--- src/hdl/pcstack_pkg.sv ---
// Constants for the program counter and return stack block.
// Assumes one core clock; the sequencer drives one-cycle command pulses.
`default_nettype none
package pcstack_pkg;
  localparam int PC_W = 21;
  localparam int DEPTH = 31;
  localparam int PTR_W = 5;
  localparam logic [20:0] RESET_VECTOR = 21'h000000;
  localparam logic [20:0] HIGH_VECTOR = 21'h000008;
  localparam logic [20:0] LOW_VECTOR = 21'h000018;
  localparam logic [20:0] PC_STEP = 21'h000002;
  localparam logic [4:0] PTR_MAX = 5'h1F;
  localparam logic [4:0] PTR_ZERO = 5'h00;
  // Implemented program memory, in bytes
  localparam logic [20:0] MEM_BYTES_DEF = 21'h008000;
  localparam int CFG_WORDS = 4;
  localparam int CFG_BYTES = 8;
  localparam logic [20:0] CFG_SPAN = 21'h000008;
  // Stack pointer register layout
  localparam int SP_FULL_BIT = 7;
  localparam int SP_UNF_BIT = 6;
  localparam logic [7:0] SP_RESET = 8'h00;
  // Register offsets
  localparam logic [3:0] REG_LOW_BYTE = 4'h0;
  localparam logic [3:0] REG_LATH = 4'h1;
  localparam logic [3:0] REG_LATU = 4'h2;
  localparam logic [3:0] REG_TOP_LOW = 4'h3;
  localparam logic [3:0] REG_TOP_HIGH = 4'h4;
  localparam logic [3:0] REG_TOP_UPPER = 4'h5;
  localparam logic [3:0] REG_SPTR = 4'h6;
  localparam logic [3:0] REG_CFG0 = 4'h8;
  // Sequencer commands
  typedef enum logic [3:0] {
    CMD_NONE = 4'h0,
    CMD_STEP = 4'h1,
    CMD_JUMP = 4'h2,
    CMD_CALL = 4'h3,
    CMD_RET = 4'h4,
    CMD_IRQ_HI = 4'h5,
    CMD_IRQ_LO = 4'h6,
    CMD_PUSH = 4'h7,
    CMD_POP = 4'h8
  } cmd_e;
  typedef enum logic [1:0] {
    ST_RESET = 2'b00,
    ST_CFG = 2'b01,
    ST_RUN = 2'b10
  } state_e;
endpackage : pcstack_pkg
`default_nettype wire

--- src/hdl/fetch_guard.sv ---
// Program memory fetch guard: zero data above implemented memory.
// Assumes memory data is valid in the same cycle as the address.
`default_nettype none
module fetch_guard
  import pcstack_pkg::*;
#(
  parameter logic [20:0] MEM_BYTES = MEM_BYTES_DEF
)
(
  // Address and raw data
  input wire logic [20:0] i_addr,
  input wire logic [15:0] i_raw,
  // Guarded data
  output logic [15:0] o_data
);
  wire in_range = i_addr < MEM_BYTES;
  assign o_data = in_range ? i_raw : 16'h0000;
endmodule : fetch_guard
`default_nettype wire

--- src/hdl/pc_return_stack.sv ---
// Program counter, latches, return stack, config copy at reset.
// Assumes a sequencer giving one command per cycle and a plain register port.
//
// Added by the designer: the register addresses and the plain strobed port.
`default_nettype none
module pc_return_stack
  import pcstack_pkg::*;
#(
  parameter logic [20:0] MEM_BYTES = MEM_BYTES_DEF
)
(
  // Clock and resets
  input wire logic i_ref_clk,
  input wire logic i_reset_n,
  input wire logic i_por,
  // Sequencer
  input wire logic [3:0] i_cmd,
  input wire logic [20:0] i_target,
  // Program memory
  input wire logic [15:0] i_mem_data,
  output logic [20:0] o_pc,
  output logic [15:0] o_fetch_data,
  // Register port
  input wire logic [3:0] i_addr,
  input wire logic [7:0] i_wdata,
  input wire logic i_wr,
  input wire logic i_rd,
  output logic [7:0] o_rdata,
  // Status
  output logic [7:0] o_cfg_lo,
  output logic o_cfg_done,
  output logic o_stack_reset
);
  // Odd or tiny memories would misalign the configuration fetch
  if (MEM_BYTES < CFG_SPAN || MEM_BYTES[0])
  begin : g_mem_check
    $error("MEM_BYTES must be even and hold the configuration words");
  end

  state_e state_q, state_d;
  logic [20:0] pc_q, pc_d, fetch_addr;
  logic [7:0] lath_q, latu_q;
  logic [4:0] ptr_q;
  logic full_q, unf_q;
  logic [20:0] stack_q [1:DEPTH];
  logic [7:0] cfg_q [0:CFG_BYTES-1];
  logic [2:0] cfg_idx_q;
  logic [7:0] rdata_q, fdata_lo;
  logic cfg_done_q, ovf_rst_q;
  logic [15:0] guarded;

  function automatic logic [20:0] align(input logic [20:0] v);
    align = {v[20:1], 1'b0};
  endfunction : align

  wire run = (state_q == ST_RUN);
  wire cmd_call = run && (i_cmd == CMD_CALL);
  wire cmd_irq = run && (i_cmd == CMD_IRQ_HI || i_cmd == CMD_IRQ_LO);
  wire cmd_spush = run && (i_cmd == CMD_PUSH);
  wire cmd_pushing = cmd_call || cmd_irq || cmd_spush;
  wire cmd_ret = run && (i_cmd == CMD_RET);
  wire cmd_spop = run && (i_cmd == CMD_POP);
  wire wr_low_byte = run && i_wr && i_addr == REG_LOW_BYTE;
  wire rd_low_byte = run && i_rd && i_addr == REG_LOW_BYTE;
  wire wr_sp = run && i_wr && i_addr == REG_SPTR;
  wire [4:0] ptr_inc = ptr_q + 5'h01;
  wire top_valid = ptr_q != PTR_ZERO;
  // Overflow-reset bit sits in bit 0 of the fourth word low byte
  wire ovf_rst_en = cfg_q[6][0];
  wire push_last = cmd_pushing && ptr_q == PTR_MAX - 5'h01;
  wire push_stuck = cmd_pushing && ptr_q == PTR_MAX;
  wire pop_under = (cmd_ret || cmd_spop) && !top_valid;
  wire [20:0] push_val = (push_last && ovf_rst_en) ? pc_q + PC_STEP : pc_q;
  wire stack_rst = push_last && ovf_rst_en;

  // The copy walks the counter itself, so memory sees the address on o_pc
  wire [20:0] cfg_base = MEM_BYTES - CFG_SPAN;
  assign fetch_addr = pc_q;

  fetch_guard #(.MEM_BYTES(MEM_BYTES)) u_guard (
    .i_addr(fetch_addr),
    .i_raw(i_mem_data),
    .o_data(guarded)
  );
  assign fdata_lo = guarded[7:0];

  // Next state: configuration copy runs once per reset
  always_comb
  begin
    state_d = state_q;
    case (state_q)
      ST_RESET: state_d = ST_CFG;
      ST_CFG: if (cfg_idx_q == 3'h6) state_d = ST_RUN;
      ST_RUN: state_d = ST_RUN;
      default: state_d = ST_RESET;
    endcase
  end

  // Counter next value; the overflow reset returns to the reset vector
  always_comb
  begin
    pc_d = pc_q;
    if (state_q == ST_RESET)
      pc_d = cfg_base;
    else if (state_q == ST_CFG)
      pc_d = (cfg_idx_q == 3'h6) ? RESET_VECTOR : cfg_base + {18'h00000, cfg_idx_q + 3'h2};
    else if (stack_rst)
      pc_d = RESET_VECTOR;
    else if (wr_low_byte)
      pc_d = align({latu_q[4:0], lath_q, i_wdata});
    else if (run)
    begin
      case (cmd_e'(i_cmd))
        CMD_STEP: pc_d = align(pc_q + PC_STEP);
        CMD_JUMP: pc_d = align(i_target);
        CMD_CALL: pc_d = align(i_target);
        CMD_IRQ_HI: pc_d = HIGH_VECTOR;
        CMD_IRQ_LO: pc_d = LOW_VECTOR;
        CMD_RET: pc_d = top_valid ? stack_q[ptr_q] : RESET_VECTOR;
        default: pc_d = pc_q;
      endcase
    end
  end

  always_ff @(posedge i_ref_clk)
  begin
    if (!i_reset_n)
    begin
      state_q <= ST_RESET;
      pc_q <= RESET_VECTOR;
      ptr_q <= PTR_ZERO;
      cfg_idx_q <= 3'h0;
      cfg_done_q <= 1'b0;
    end
    else
    begin
      state_q <= stack_rst ? ST_RESET : state_d;
      pc_q <= pc_d;
      cfg_idx_q <= (state_q == ST_CFG) ? cfg_idx_q + 3'h2 : 3'h0;
      cfg_done_q <= stack_rst ? 1'b0 : (state_d == ST_RUN);
      if (stack_rst)
        ptr_q <= PTR_ZERO;
      else if (wr_sp)
        ptr_q <= i_wdata[4:0];
      else if (cmd_pushing && !push_stuck)
        ptr_q <= ptr_inc;
      else if ((cmd_ret || cmd_spop) && top_valid)
        ptr_q <= ptr_q - 5'h01;
    end
  end

  // Stack storage; entry zero does not exist
  always_ff @(posedge i_ref_clk)
  begin
    if (cmd_pushing && !push_stuck)
      stack_q[ptr_inc] <= push_val;
    else if (run && i_wr && top_valid && i_addr == REG_TOP_LOW)
      stack_q[ptr_q][7:0] <= i_wdata;
    else if (run && i_wr && top_valid && i_addr == REG_TOP_HIGH)
      stack_q[ptr_q][15:8] <= i_wdata;
    else if (run && i_wr && top_valid && i_addr == REG_TOP_UPPER)
      stack_q[ptr_q][20:16] <= i_wdata[4:0];
  end

  // Config copy: word pairs into ascending bytes, low byte first
  always_ff @(posedge i_ref_clk)
  begin
    if (state_q == ST_CFG)
    begin
      cfg_q[cfg_idx_q] <= fdata_lo;
      cfg_q[cfg_idx_q + 3'h1] <= guarded[15:8];
    end
  end

  // Flags clear only by power-on or software; a set wins over the software clear, power-on wins over a set
  always_ff @(posedge i_ref_clk)
  begin
    if (i_por)
    begin
      full_q <= 1'b0;
      unf_q <= 1'b0;
    end
    else
    begin
      if (push_last || push_stuck)
        full_q <= 1'b1;
      else if (wr_sp && !i_wdata[SP_FULL_BIT])
        full_q <= 1'b0;
      if (pop_under)
        unf_q <= 1'b1;
      else if (wr_sp && !i_wdata[SP_UNF_BIT])
        unf_q <= 1'b0;
    end
  end

  // Latches: a low byte read copies upper bytes; calls and returns leave them
  always_ff @(posedge i_ref_clk)
  begin
    if (!i_reset_n)
    begin
      lath_q <= 8'h00;
      latu_q <= 8'h00;
      rdata_q <= 8'h00;
      ovf_rst_q <= 1'b0;
    end
    else
    begin
      ovf_rst_q <= stack_rst;
      if (rd_low_byte)
      begin
        lath_q <= pc_q[15:8];
        latu_q <= {3'b000, pc_q[20:16]};
      end
      else if (run && i_wr && i_addr == REG_LATH)
        lath_q <= i_wdata;
      else if (run && i_wr && i_addr == REG_LATU)
        latu_q <= {3'b000, i_wdata[4:0]};
      if (i_rd)
      begin
        case (i_addr)
          REG_LOW_BYTE: rdata_q <= pc_q[7:0];
          REG_LATH: rdata_q <= lath_q;
          REG_LATU: rdata_q <= latu_q;
          REG_TOP_LOW: rdata_q <= top_valid ? stack_q[ptr_q][7:0] : 8'h00;
          REG_TOP_HIGH: rdata_q <= top_valid ? stack_q[ptr_q][15:8] : 8'h00;
          REG_TOP_UPPER: rdata_q <= top_valid ? {3'b000, stack_q[ptr_q][20:16]} : 8'h00;
          REG_SPTR: rdata_q <= {full_q, unf_q, 1'b0, ptr_q};
          default: rdata_q <= (i_addr >= REG_CFG0 && i_addr < REG_CFG0 + 4'h6) ? cfg_q[i_addr[2:0]] : 8'h00;
        endcase
      end
      else
        rdata_q <= 8'h00;
    end
  end

  always_ff @(posedge i_ref_clk)
  begin
    o_fetch_data <= i_reset_n ? guarded : 16'h0000;
  end

  assign o_pc = pc_q;
  assign o_rdata = rdata_q;
  assign o_cfg_lo = cfg_q[0];
  assign o_cfg_done = cfg_done_q;
  assign o_stack_reset = ovf_rst_q;

  property p_step;
    @(posedge i_ref_clk) disable iff (!i_reset_n)
    (cmd_spush == 1'b0 && run && i_cmd == CMD_STEP && !wr_low_byte) |=> pc_q == $past(pc_q) + PC_STEP;
  endproperty
  a_step: assert property (p_step) else $error("step not by two");
  property p_align;
    @(posedge i_ref_clk) disable iff (!i_reset_n) pc_q[0] == 1'b0;
  endproperty
  a_align: assert property (p_align) else $error("counter misaligned");
  property p_hi;
    @(posedge i_ref_clk) disable iff (!i_reset_n)
    (cmd_irq && i_cmd == CMD_IRQ_HI && !stack_rst && !wr_low_byte) |=> pc_q == HIGH_VECTOR;
  endproperty
  a_hi: assert property (p_hi) else $error("bad high vector");
  property p_push;
    @(posedge i_ref_clk) disable iff (!i_reset_n)
    (cmd_pushing && !push_stuck && !stack_rst && !wr_sp) |=> ptr_q == $past(ptr_q) + 5'h01;
  endproperty
  a_push: assert property (p_push) else $error("push did not increment");
  property p_under;
    @(posedge i_ref_clk) disable iff (!i_reset_n || i_por)
    (cmd_ret && !top_valid && !wr_low_byte && !wr_sp) |=> pc_q == RESET_VECTOR && unf_q && ptr_q == PTR_ZERO;
  endproperty
  a_under: assert property (p_under) else $error("underflow handling wrong");
  property p_stuck;
    @(posedge i_ref_clk) disable iff (!i_reset_n)
    (push_stuck && !wr_sp) |=> ptr_q == PTR_MAX;
  endproperty
  a_stuck: assert property (p_stuck) else $error("pointer left 31");
  property p_ovf;
    @(posedge i_ref_clk) disable iff (!i_reset_n || i_por)
    stack_rst |=> ptr_q == PTR_ZERO && full_q && pc_q == RESET_VECTOR && o_stack_reset;
  endproperty
  a_ovf: assert property (p_ovf) else $error("overflow reset wrong");
  property p_latch;
    @(posedge i_ref_clk) disable iff (!i_reset_n)
    rd_low_byte |=> lath_q == $past(pc_q[15:8]);
  endproperty
  a_latch: assert property (p_latch) else $error("latch not loaded");
  property p_reset;
    @(posedge i_ref_clk) !i_reset_n |=> pc_q == RESET_VECTOR && ptr_q == PTR_ZERO;
  endproperty
  a_reset: assert property (p_reset) else $error("reset values wrong");
  c_call: cover property (@(posedge i_ref_clk) cmd_call);
  c_ovf: cover property (@(posedge i_ref_clk) stack_rst);
  c_under: cover property (@(posedge i_ref_clk) pop_under);
endmodule : pc_return_stack
`default_nettype wire

--- config.mk ---
export PLATFORM = sky130hd
export DESIGN_NAME = pc_return_stack
export DESIGN_NICKNAME = d
export VERILOG_FILES = /design/src/hdl/pcstack_pkg.sv /design/src/hdl/fetch_guard.sv /design/src/hdl/pc_return_stack.sv
export SDC_FILE = /design/constraint.sdc
export NUM_CORES = 1
export LEC_CHECK = 0
export ABC_AREA = 0
export BUFFER_PORTS_ARGS = -buffer_cell sky130_fd_sc_hd__buf_2
export CORE_MARGIN = 1
export CORE_UTILIZATION = 55
export CTS_BUF_LIST = sky130_fd_sc_hd__clkbuf_16
export DETAILED_ROUTE_END_ITERATION = 7
export HOLD_SLACK_MARGIN = 0.08
export PLACE_DENSITY = 0.72
export SETUP_SLACK_MARGIN = 0.1
export SLEW_MARGIN = 20
export SYNTH_ARGS = -nofsm -noshare
export SYNTH_HDL_FRONTEND = slang
export SYNTH_SLANG_ARGS = --single-unit
--- constraint.sdc ---
create_clock -name i_ref_clk -period 3.7 [get_ports i_ref_clk]
set_input_delay 0.555 -clock i_ref_clk [delete_from_list [all_inputs] [get_ports i_ref_clk]]
set_output_delay 0.555 -clock i_ref_clk [all_outputs]
set_load 0.005 [all_outputs]
=== Word-level counts from Yosys, hierarchy flattened ===
Memories as Yosys holds them, arrays and structs flattened. A register that Yosys moved wholly into a read port is not among the register bits.
Cells that the tools add are included.

* Memories kept: 2
* RAM bits: 715
* Input bits: 58
* Register bits after elaboration: 72
* ROM bits: 0
* Latch bits: 0
* Logic and storage cells: 151
* Output and inout bits: 55

{| class="wikitable"
|+ Memories
! name !! depth !! bits a word !! rd ports !! clocked after Yosys merged registers in !! wr ports !! RTL line !! text
|-
| stack_q || 31 || 21 || 1 || 1 || 1 || pc_return_stack.sv:45 || <nowiki>logic [20:0] stack_q [1:DEPTH];</nowiki>
|-
| cfg_q || 8 || 8 || 3 || 0 || 2 || pc_return_stack.sv:46 || <nowiki>logic [7:0] cfg_q [0:CFG_BYTES-1];</nowiki>
|}

* $mul: 0
* $add $sub $neg: 6
* Order comparisons: 3
* Multiplexer cells: 50
* Bitwise gates (word level): 1
* Reductions and logical operators: 55
* Divide/modulo/power cells: 0
* Shift operators: 0
* Equal/unequal tests: 21

{| class="wikitable"
|+ Operator list
! kind !! number
|-
| 2-to-1 mux 21 bit || 7
|-
| one-hot mux 21 bit (5 select lines) || 1
|-
| one-hot mux 8 bit (7 select lines) || 1
|-
| 2-to-1 mux 5 bit || 10
|-
| 2-to-1 mux 8 bit || 5
|-
| 2-to-1 mux 16 bit || 2
|-
| equality test 4 x 3 -> 1 bit (second input constant) || 7
|-
| logical AND 1 bit || 25
|-
| adder 21 x 2 -> 21 bit (second input constant) || 1
|-
| less-than comparator 21 x 16 -> 1 bit (second input constant) || 1
|-
| OR reduction 21 bit || 1
|-
| 2-to-1 mux 1 bit || 20
|-
| adder 15 x 3 -> 16 bit (first input constant) || 1
|-
| equality test 4 x 2 -> 1 bit (second input constant) || 4
|-
| 2-to-1 mux 15 bit || 1
|-
| equality test 5 bit (second input constant) || 2
|-
| AND reduction 2 bit || 5
|-
| nonzero test 5 bit || 2
|-
| nonzero test 9 bit || 1
|-
| equality test 4 x 1 -> 1 bit (second input constant) || 2
|-
| nonzero test 2 bit || 4
|-
| nonzero test 8 bit || 1
|-
| one-hot mux 2 bit (3 select lines) || 1
|-
| OR reduction 2 bit || 3
|-
| other kinds (20) || 28
|}

=== Depth between registers and ports, before layout ===
* Word-level depth: 12
* Depth in mapped cells: 11
* Gate-level depth less buffers: 8

=== Cells and area by module ===
From an unflattened synthesis, not the netlist that was laid out.

* Cell total of the unflattened synthesis: 2016
* Area, all modules: 32776.4 um^2

{| class="wikitable"
|+ Modules (own cells, without submodules)
! module !! seq. area each (um^2) !! area each (um^2) !! cells an instance !! times used
|-
| pc_return_stack || 22541.6 || 32628.8 || 1996 || 1
|-
| fetch_guard || 0.0 || 147.6 || 20 || 1
|}

=== Worst setup path before layout ===
No wires, ideal clock.

* Path kind: register to register
* Start: register ptr_q[0]
* End: memory stack_q[10][2] (data pin)
* Slack: 0.381 ns
* Period minus slack after synthesis: 3.319 ns
* Path buffers: 3
* Stages on the path, launching flop included: 10
* Required time: 3.308 ns
* Data arrival time: 2.928 ns
* Library setup time: 0.392 ns
* Cell sequence: dfxtp_1 > clkbuf_1 > inv_1 > ha_1 > nor4b_4 > a2111oi_4 > nand2_2 > buf_2 > buf_2 > a31oi_1

* Cells in the longest elaborated chain, start to end: 10
* Elaborated cells on any way between the ends: 27
* Classes of those cells: eq/ne: 2; mux: 14; reduce/logical: 11

{| class="wikitable"
|+ Ends and longest elaborated chain
! what !! RTL line !! text
|-
| start: declaration || pc_return_stack.sv:43 || <nowiki>logic [4:0] ptr_q;</nowiki>
|-
| start signal: assignment || pc_return_stack.sv:144 || <nowiki>ptr_q <= i_wdata[4:0];</nowiki>
|-
| start signal: assignment || pc_return_stack.sv:146 || <nowiki>ptr_q <= ptr_inc;</nowiki>
|-
| start signal: assignment || pc_return_stack.sv:148 || <nowiki>ptr_q <= ptr_q - 5'h01;</nowiki>
|-
| nonzero test 5 bit || pc_return_stack.sv:67 || <nowiki>wire top_valid = ptr_q != PTR_ZERO;</nowiki>
|-
| logical AND 1 bit || pc_return_stack.sv:157, pc_return_stack.sv:159, pc_return_stack.sv:161 ||
|-
| logical AND 1 bit || pc_return_stack.sv:161 || <nowiki>else if (run && i_wr && top_valid && i_addr == REG_TOP_UPPER)</nowiki>
|-
| 2-to-1 mux 1 bit || pc_return_stack.sv:161 ||
|-
| 2-to-1 mux 1 bit || pc_return_stack.sv:159 || <nowiki>else if (run && i_wr && top_valid && i_addr == REG_TOP_HIGH)</nowiki>
|-
| 2-to-1 mux 1 bit || pc_return_stack.sv:157 || <nowiki>else if (run && i_wr && top_valid && i_addr == REG_TOP_LOW)</nowiki>
|-
| 2-to-1 mux 1 bit || pc_return_stack.sv:155 || <nowiki>if (cmd_pushing && !push_stuck)</nowiki>
|-
| 2-to-1 mux 1 bit (not written as such) || pc_return_stack.sv:162 || <nowiki>stack_q[ptr_q][20:16] <= i_wdata[4:0];</nowiki>
|-
| OR reduction 21 bit (no source line) || - ||
|-
| 2-to-1 mux 21 bit (no source line) (*) || - ||
|-
| end: declaration || pc_return_stack.sv:45 ||
|}

Every way passes the cells marked *; elsewhere a longest branch is shown, timed or not.

=== Final worst setup path ===
* Start: register ptr_q[0]
* End: memory stack_q[21][16], enable pin

* Cells in the longest elaborated chain, start to end: 10
* Elaborated cells on any way between the ends: 27
* Classes of those cells: add/sub: 1; eq/ne: 1; mux: 16; reduce/logical: 9

{| class="wikitable"
|+ Ends and longest elaborated chain
! what !! RTL line
|-
| nonzero test 5 bit || pc_return_stack.sv:67
|-
| logical AND 1 bit || pc_return_stack.sv:157, pc_return_stack.sv:159, pc_return_stack.sv:161
|-
| logical AND 1 bit || pc_return_stack.sv:161
|-
| 2-to-1 mux 1 bit || pc_return_stack.sv:161
|-
| 2-to-1 mux 1 bit || pc_return_stack.sv:159
|-
| 2-to-1 mux 1 bit || pc_return_stack.sv:157
|-
| 2-to-1 mux 1 bit || pc_return_stack.sv:155
|-
| 2-to-1 mux 1 bit (not written as such) || pc_return_stack.sv:162
|-
| OR reduction 21 bit (no source line) || -
|-
| 2-to-1 mux 5 bit (no source line) or 2-to-1 mux 3 bit (tied branches) || -
|}

Parallel ways exist; a longest one is shown, timed or not.

==> reports/metrics.yaml <==
switching_share: 0.202
dp_worst_setup_slack_ps: 262
worstSetupStartpointType: "flip-flop"
internal-power_w: 0.0149
overflow: 0
ys.flop_type: "edfxtp_1"
htreeDepth: 3
grt_max_degree: 43
status: "complete, no violations"
initial_core_util: 0.561
fp.dieArea_sq_um: 61500
ir_drop_mv: 0.420
tns_ps: 0
slowest_delay_ps: 540
avgSynthCellArea_sq_um: 15.9
seqPwrFrac: 0.515
vias: 21000
worstPathArrival_ps: 3720
antenna_left: 0
drv_cap: 0
crit_slowest_cell: "dfxtp_1"
clock-sinks: 781
worstSetupStartpoint: "ptr_q[0]$_SDFFE_PP0N_"
grt_pass1_wl_um: 135000
drv_slew: 0
clock_latency_ps: 630
drive_gt1_frac: 0.265
cp.required_ps: 4020
chipHeight_um: 248
setup_violations: 0
wl_per_cell_um: 28.5
pwr-share-comb: 0.024
cts_buffer_depth: 3
io_buffers: 111
period_minus_slack_ps: 3400
fmax_mhz: 294
synth_edf_count: 705
dp_hpwl_um: 62000
place.gp.congestion: 0.999
first_iter_violations: 2502
cts_root_buf: "clkbuf_16"
syn_area_sq_um: 33300
rsz0062_at_grt: "no"
power.density_nw_per_um2: 485
final.period_utilization: 0.920
path_clk_slew_ps: 60
area_growth_pct: 16.0
hp-start: "i_por"
hold_violations: 0
drc: 0
antenna_found_initial: 3
hold_path_class: "input pin to flip-flop"
path_common_cell: "buf_4"
synth_cells: 2097
yosys_warnings: 0
critPathKind: "flip-flop to flip-flop"
timing.rr.start: "ptr_q[0]$_SDFFE_PP0N_"
wl_um: 91600
cts_buffers: 80
p_leak_nw: 12.3
path_cells: "inv_1 > ha_1 > nor4b_4 > buf_4 > a2111o_2 > o21ai_0 > o21ai_1 > buf_4 > nand2_1 > nor2_1"
p_sw_w: 0.00377
first_pass_iters: 6
core_region_area_sq_um: 59400
clock_power_share: 0.460
num_io_pins: 113
std_cell_rows: 89
timing.final.ws_setup_ps: 298
tightest_slew_ps: 1050
maxSlewHeadroom: 0.296
cp-end-kind: "flip-flop"
synth_fp_nets: 2165
clock_skew_ps: 25.4
total_power_w: 0.0187
viasPerCell: 6.54
cp_max_fo: 9
synth_seq_cells: 781
seq_area_frac_synth: 0.682
postCtsSetupBuffers: 0
grt_pass1_vias: 20600
grt.total_usage: 0.304
ys_async_sr_fraction: 0
final_nets: 2439
dieWidth_um: 248
synth_cell_types: 100
cts_tree: "built"
-- registers in the layout (all words and copies together), names as in the netlist, named ones only --
register / flops
o_stack_reset: 1
o_rdata: 8
ptr_q: 5
o_fetch_data: 16
latu_q: 5
full_q: 1
state_q: 2
o_cfg_done: 1
o_pc: 21
unf_q: 1
cfg_q: 54
lath_q: 8
stack_q: 651
cfg_idx_q: 2
-- cell type report --
| cell class | instances | area, sq um |
|---|---|---|
| clock inverter | 66 | 773 |
| multi-input combinational | 1163 | 9770 |
| clock buffer | 82 | 2050 |
| fill | 4109 | 20800 |
| antenna | 1 | 2.50 |
| timing repair buffer | 327 | 2250 |
| tap | 773 | 967 |
| inverter | 18 | 67.6 |
| sequential | 781 | 22700 |
-- worst paths after layout --
path	end	slack (ps)	cells after the start
max	stack_q[21][16]$_DFFE_PP_	300	10
min	full_q$_SDFFE_PP0P_	110	2
max reg2reg	stack_q[21][16]$_DFFE_PP_	300	10
min reg2reg	full_q$_SDFFE_PP0P_	480	2
-- critical path: cells and delay by family (launching register included) --
family          cells  cell delay (ps)
buf+inv             3              620
compound gates      3              910
flops               1              540
fa+ha+maj           1              280
simple gates        3              760
-- placed cells by master (no fill, tap or decap), types with 16 or more instances in the layout --
cell type,instances
clkbuf_16,82
buf_4,210
xnor2_1,26
nor3_1,23
nor2_1,191
buf_2,111
edfxtp_1,705
dfxtp_1,73
mux2_2,31
o21ai_0,40
a21oi_1,42
and3_1,30
o221ai_1,22
a22oi_1,29
nand3_1,29
a211oi_1,28
mux2i_1,105
a31oi_1,23
bufinv_16,16
mux4_1,16
o22ai_1,38
nor2b_1,18
mux4_2,101
nand2_1,95
and2_1,29
inv_1,28
a21oi_2,20
-- cell usage after synthesis, types with 24 or more instances --
| cell type | count | area share |
|---|---|---|
| a31oi_1 | 24 | 0.0045 |
| and3_1 | 30 | 0.0056 |
| mux2_2 | 31 | 0.010 |
| o21ai_0 | 40 | 0.0060 |
| nand3_1 | 29 | 0.0044 |
| a22oi_1 | 29 | 0.0065 |
| mux4_2 | 101 | 0.068 |
| dfxtp_1 | 76 | 0.046 |
| nor3_1 | 24 | 0.0036 |
| clkbuf_1 | 45 | 0.0051 |
| nand2_1 | 95 | 0.011 |
| nor2_1 | 192 | 0.022 |
| buf_2 | 41 | 0.0062 |
| and2_1 | 29 | 0.0055 |
| a21oi_1 | 61 | 0.0092 |
| edfxtp_1 | 705 | 0.64 |
| xnor2_1 | 26 | 0.0068 |
| mux2i_1 | 105 | 0.032 |
| a211oi_1 | 28 | 0.0063 |
| o22ai_1 | 38 | 0.0071 |
-- routing by layer --
metal	vias to the layer above	wire, um	GRT usage
li1	8923	-	-
met1	10500	35600	0.426
met2	1316	42700	0.475
met3	229	9850	0.0580
met4	2	3490	0.112
met5	-	12	0
-- kinds of logic (layout without fill, tap and decap cells) --
family                     Yosys count  after routing  synth area share
DFF                                781            781             0.682
and+or+nand+nor                    493            493            0.0731
AOI/OAI and AO/OA                  366            366            0.0803
muxes                              253            253             0.123
buffers and inverters              153            493            0.0271
xor gates and xnor gates            40             40            0.0105
adders and majority gates           11             11           0.00410
other                                0              1                 0
-- timing repair --
item | in CTS | in global routing
hold buffers | 0 | 0
resized for setup | 0 | 1
endpoints found under the setup margin | 0 | 8
-- power by group through the flow --
stage | logic, W | registers (W) | clock network, W
6_report | 0.000456 | 0.00965 | 0.00861
5_1_grt | 0.000485 | 0.00965 | 0.00902
4_1_cts | 0.000448 | 0.00965 | 0.00869
3_5_place_dp | 0.000445 | 0.00983 | 0
3_3_place_gp | 0.000433 | 0.00983 | 0
2_1_floorplan | 0.000238 | 0.00982 | 0
-- per-stage QoR --
stage	cell area (sq um)	hold WS [ps]	instances	utilization
after floorplan	33300	448	2097	-
after global placement	35800	473	3062	0.603
after detailed placement	35800	466	3062	0.603
after CTS	38600	88.1	3210	0.650
after global routing	38600	97.3	3211	0.650
final	38600	111	3211	0.650
(Power assumes the default switching activity.)
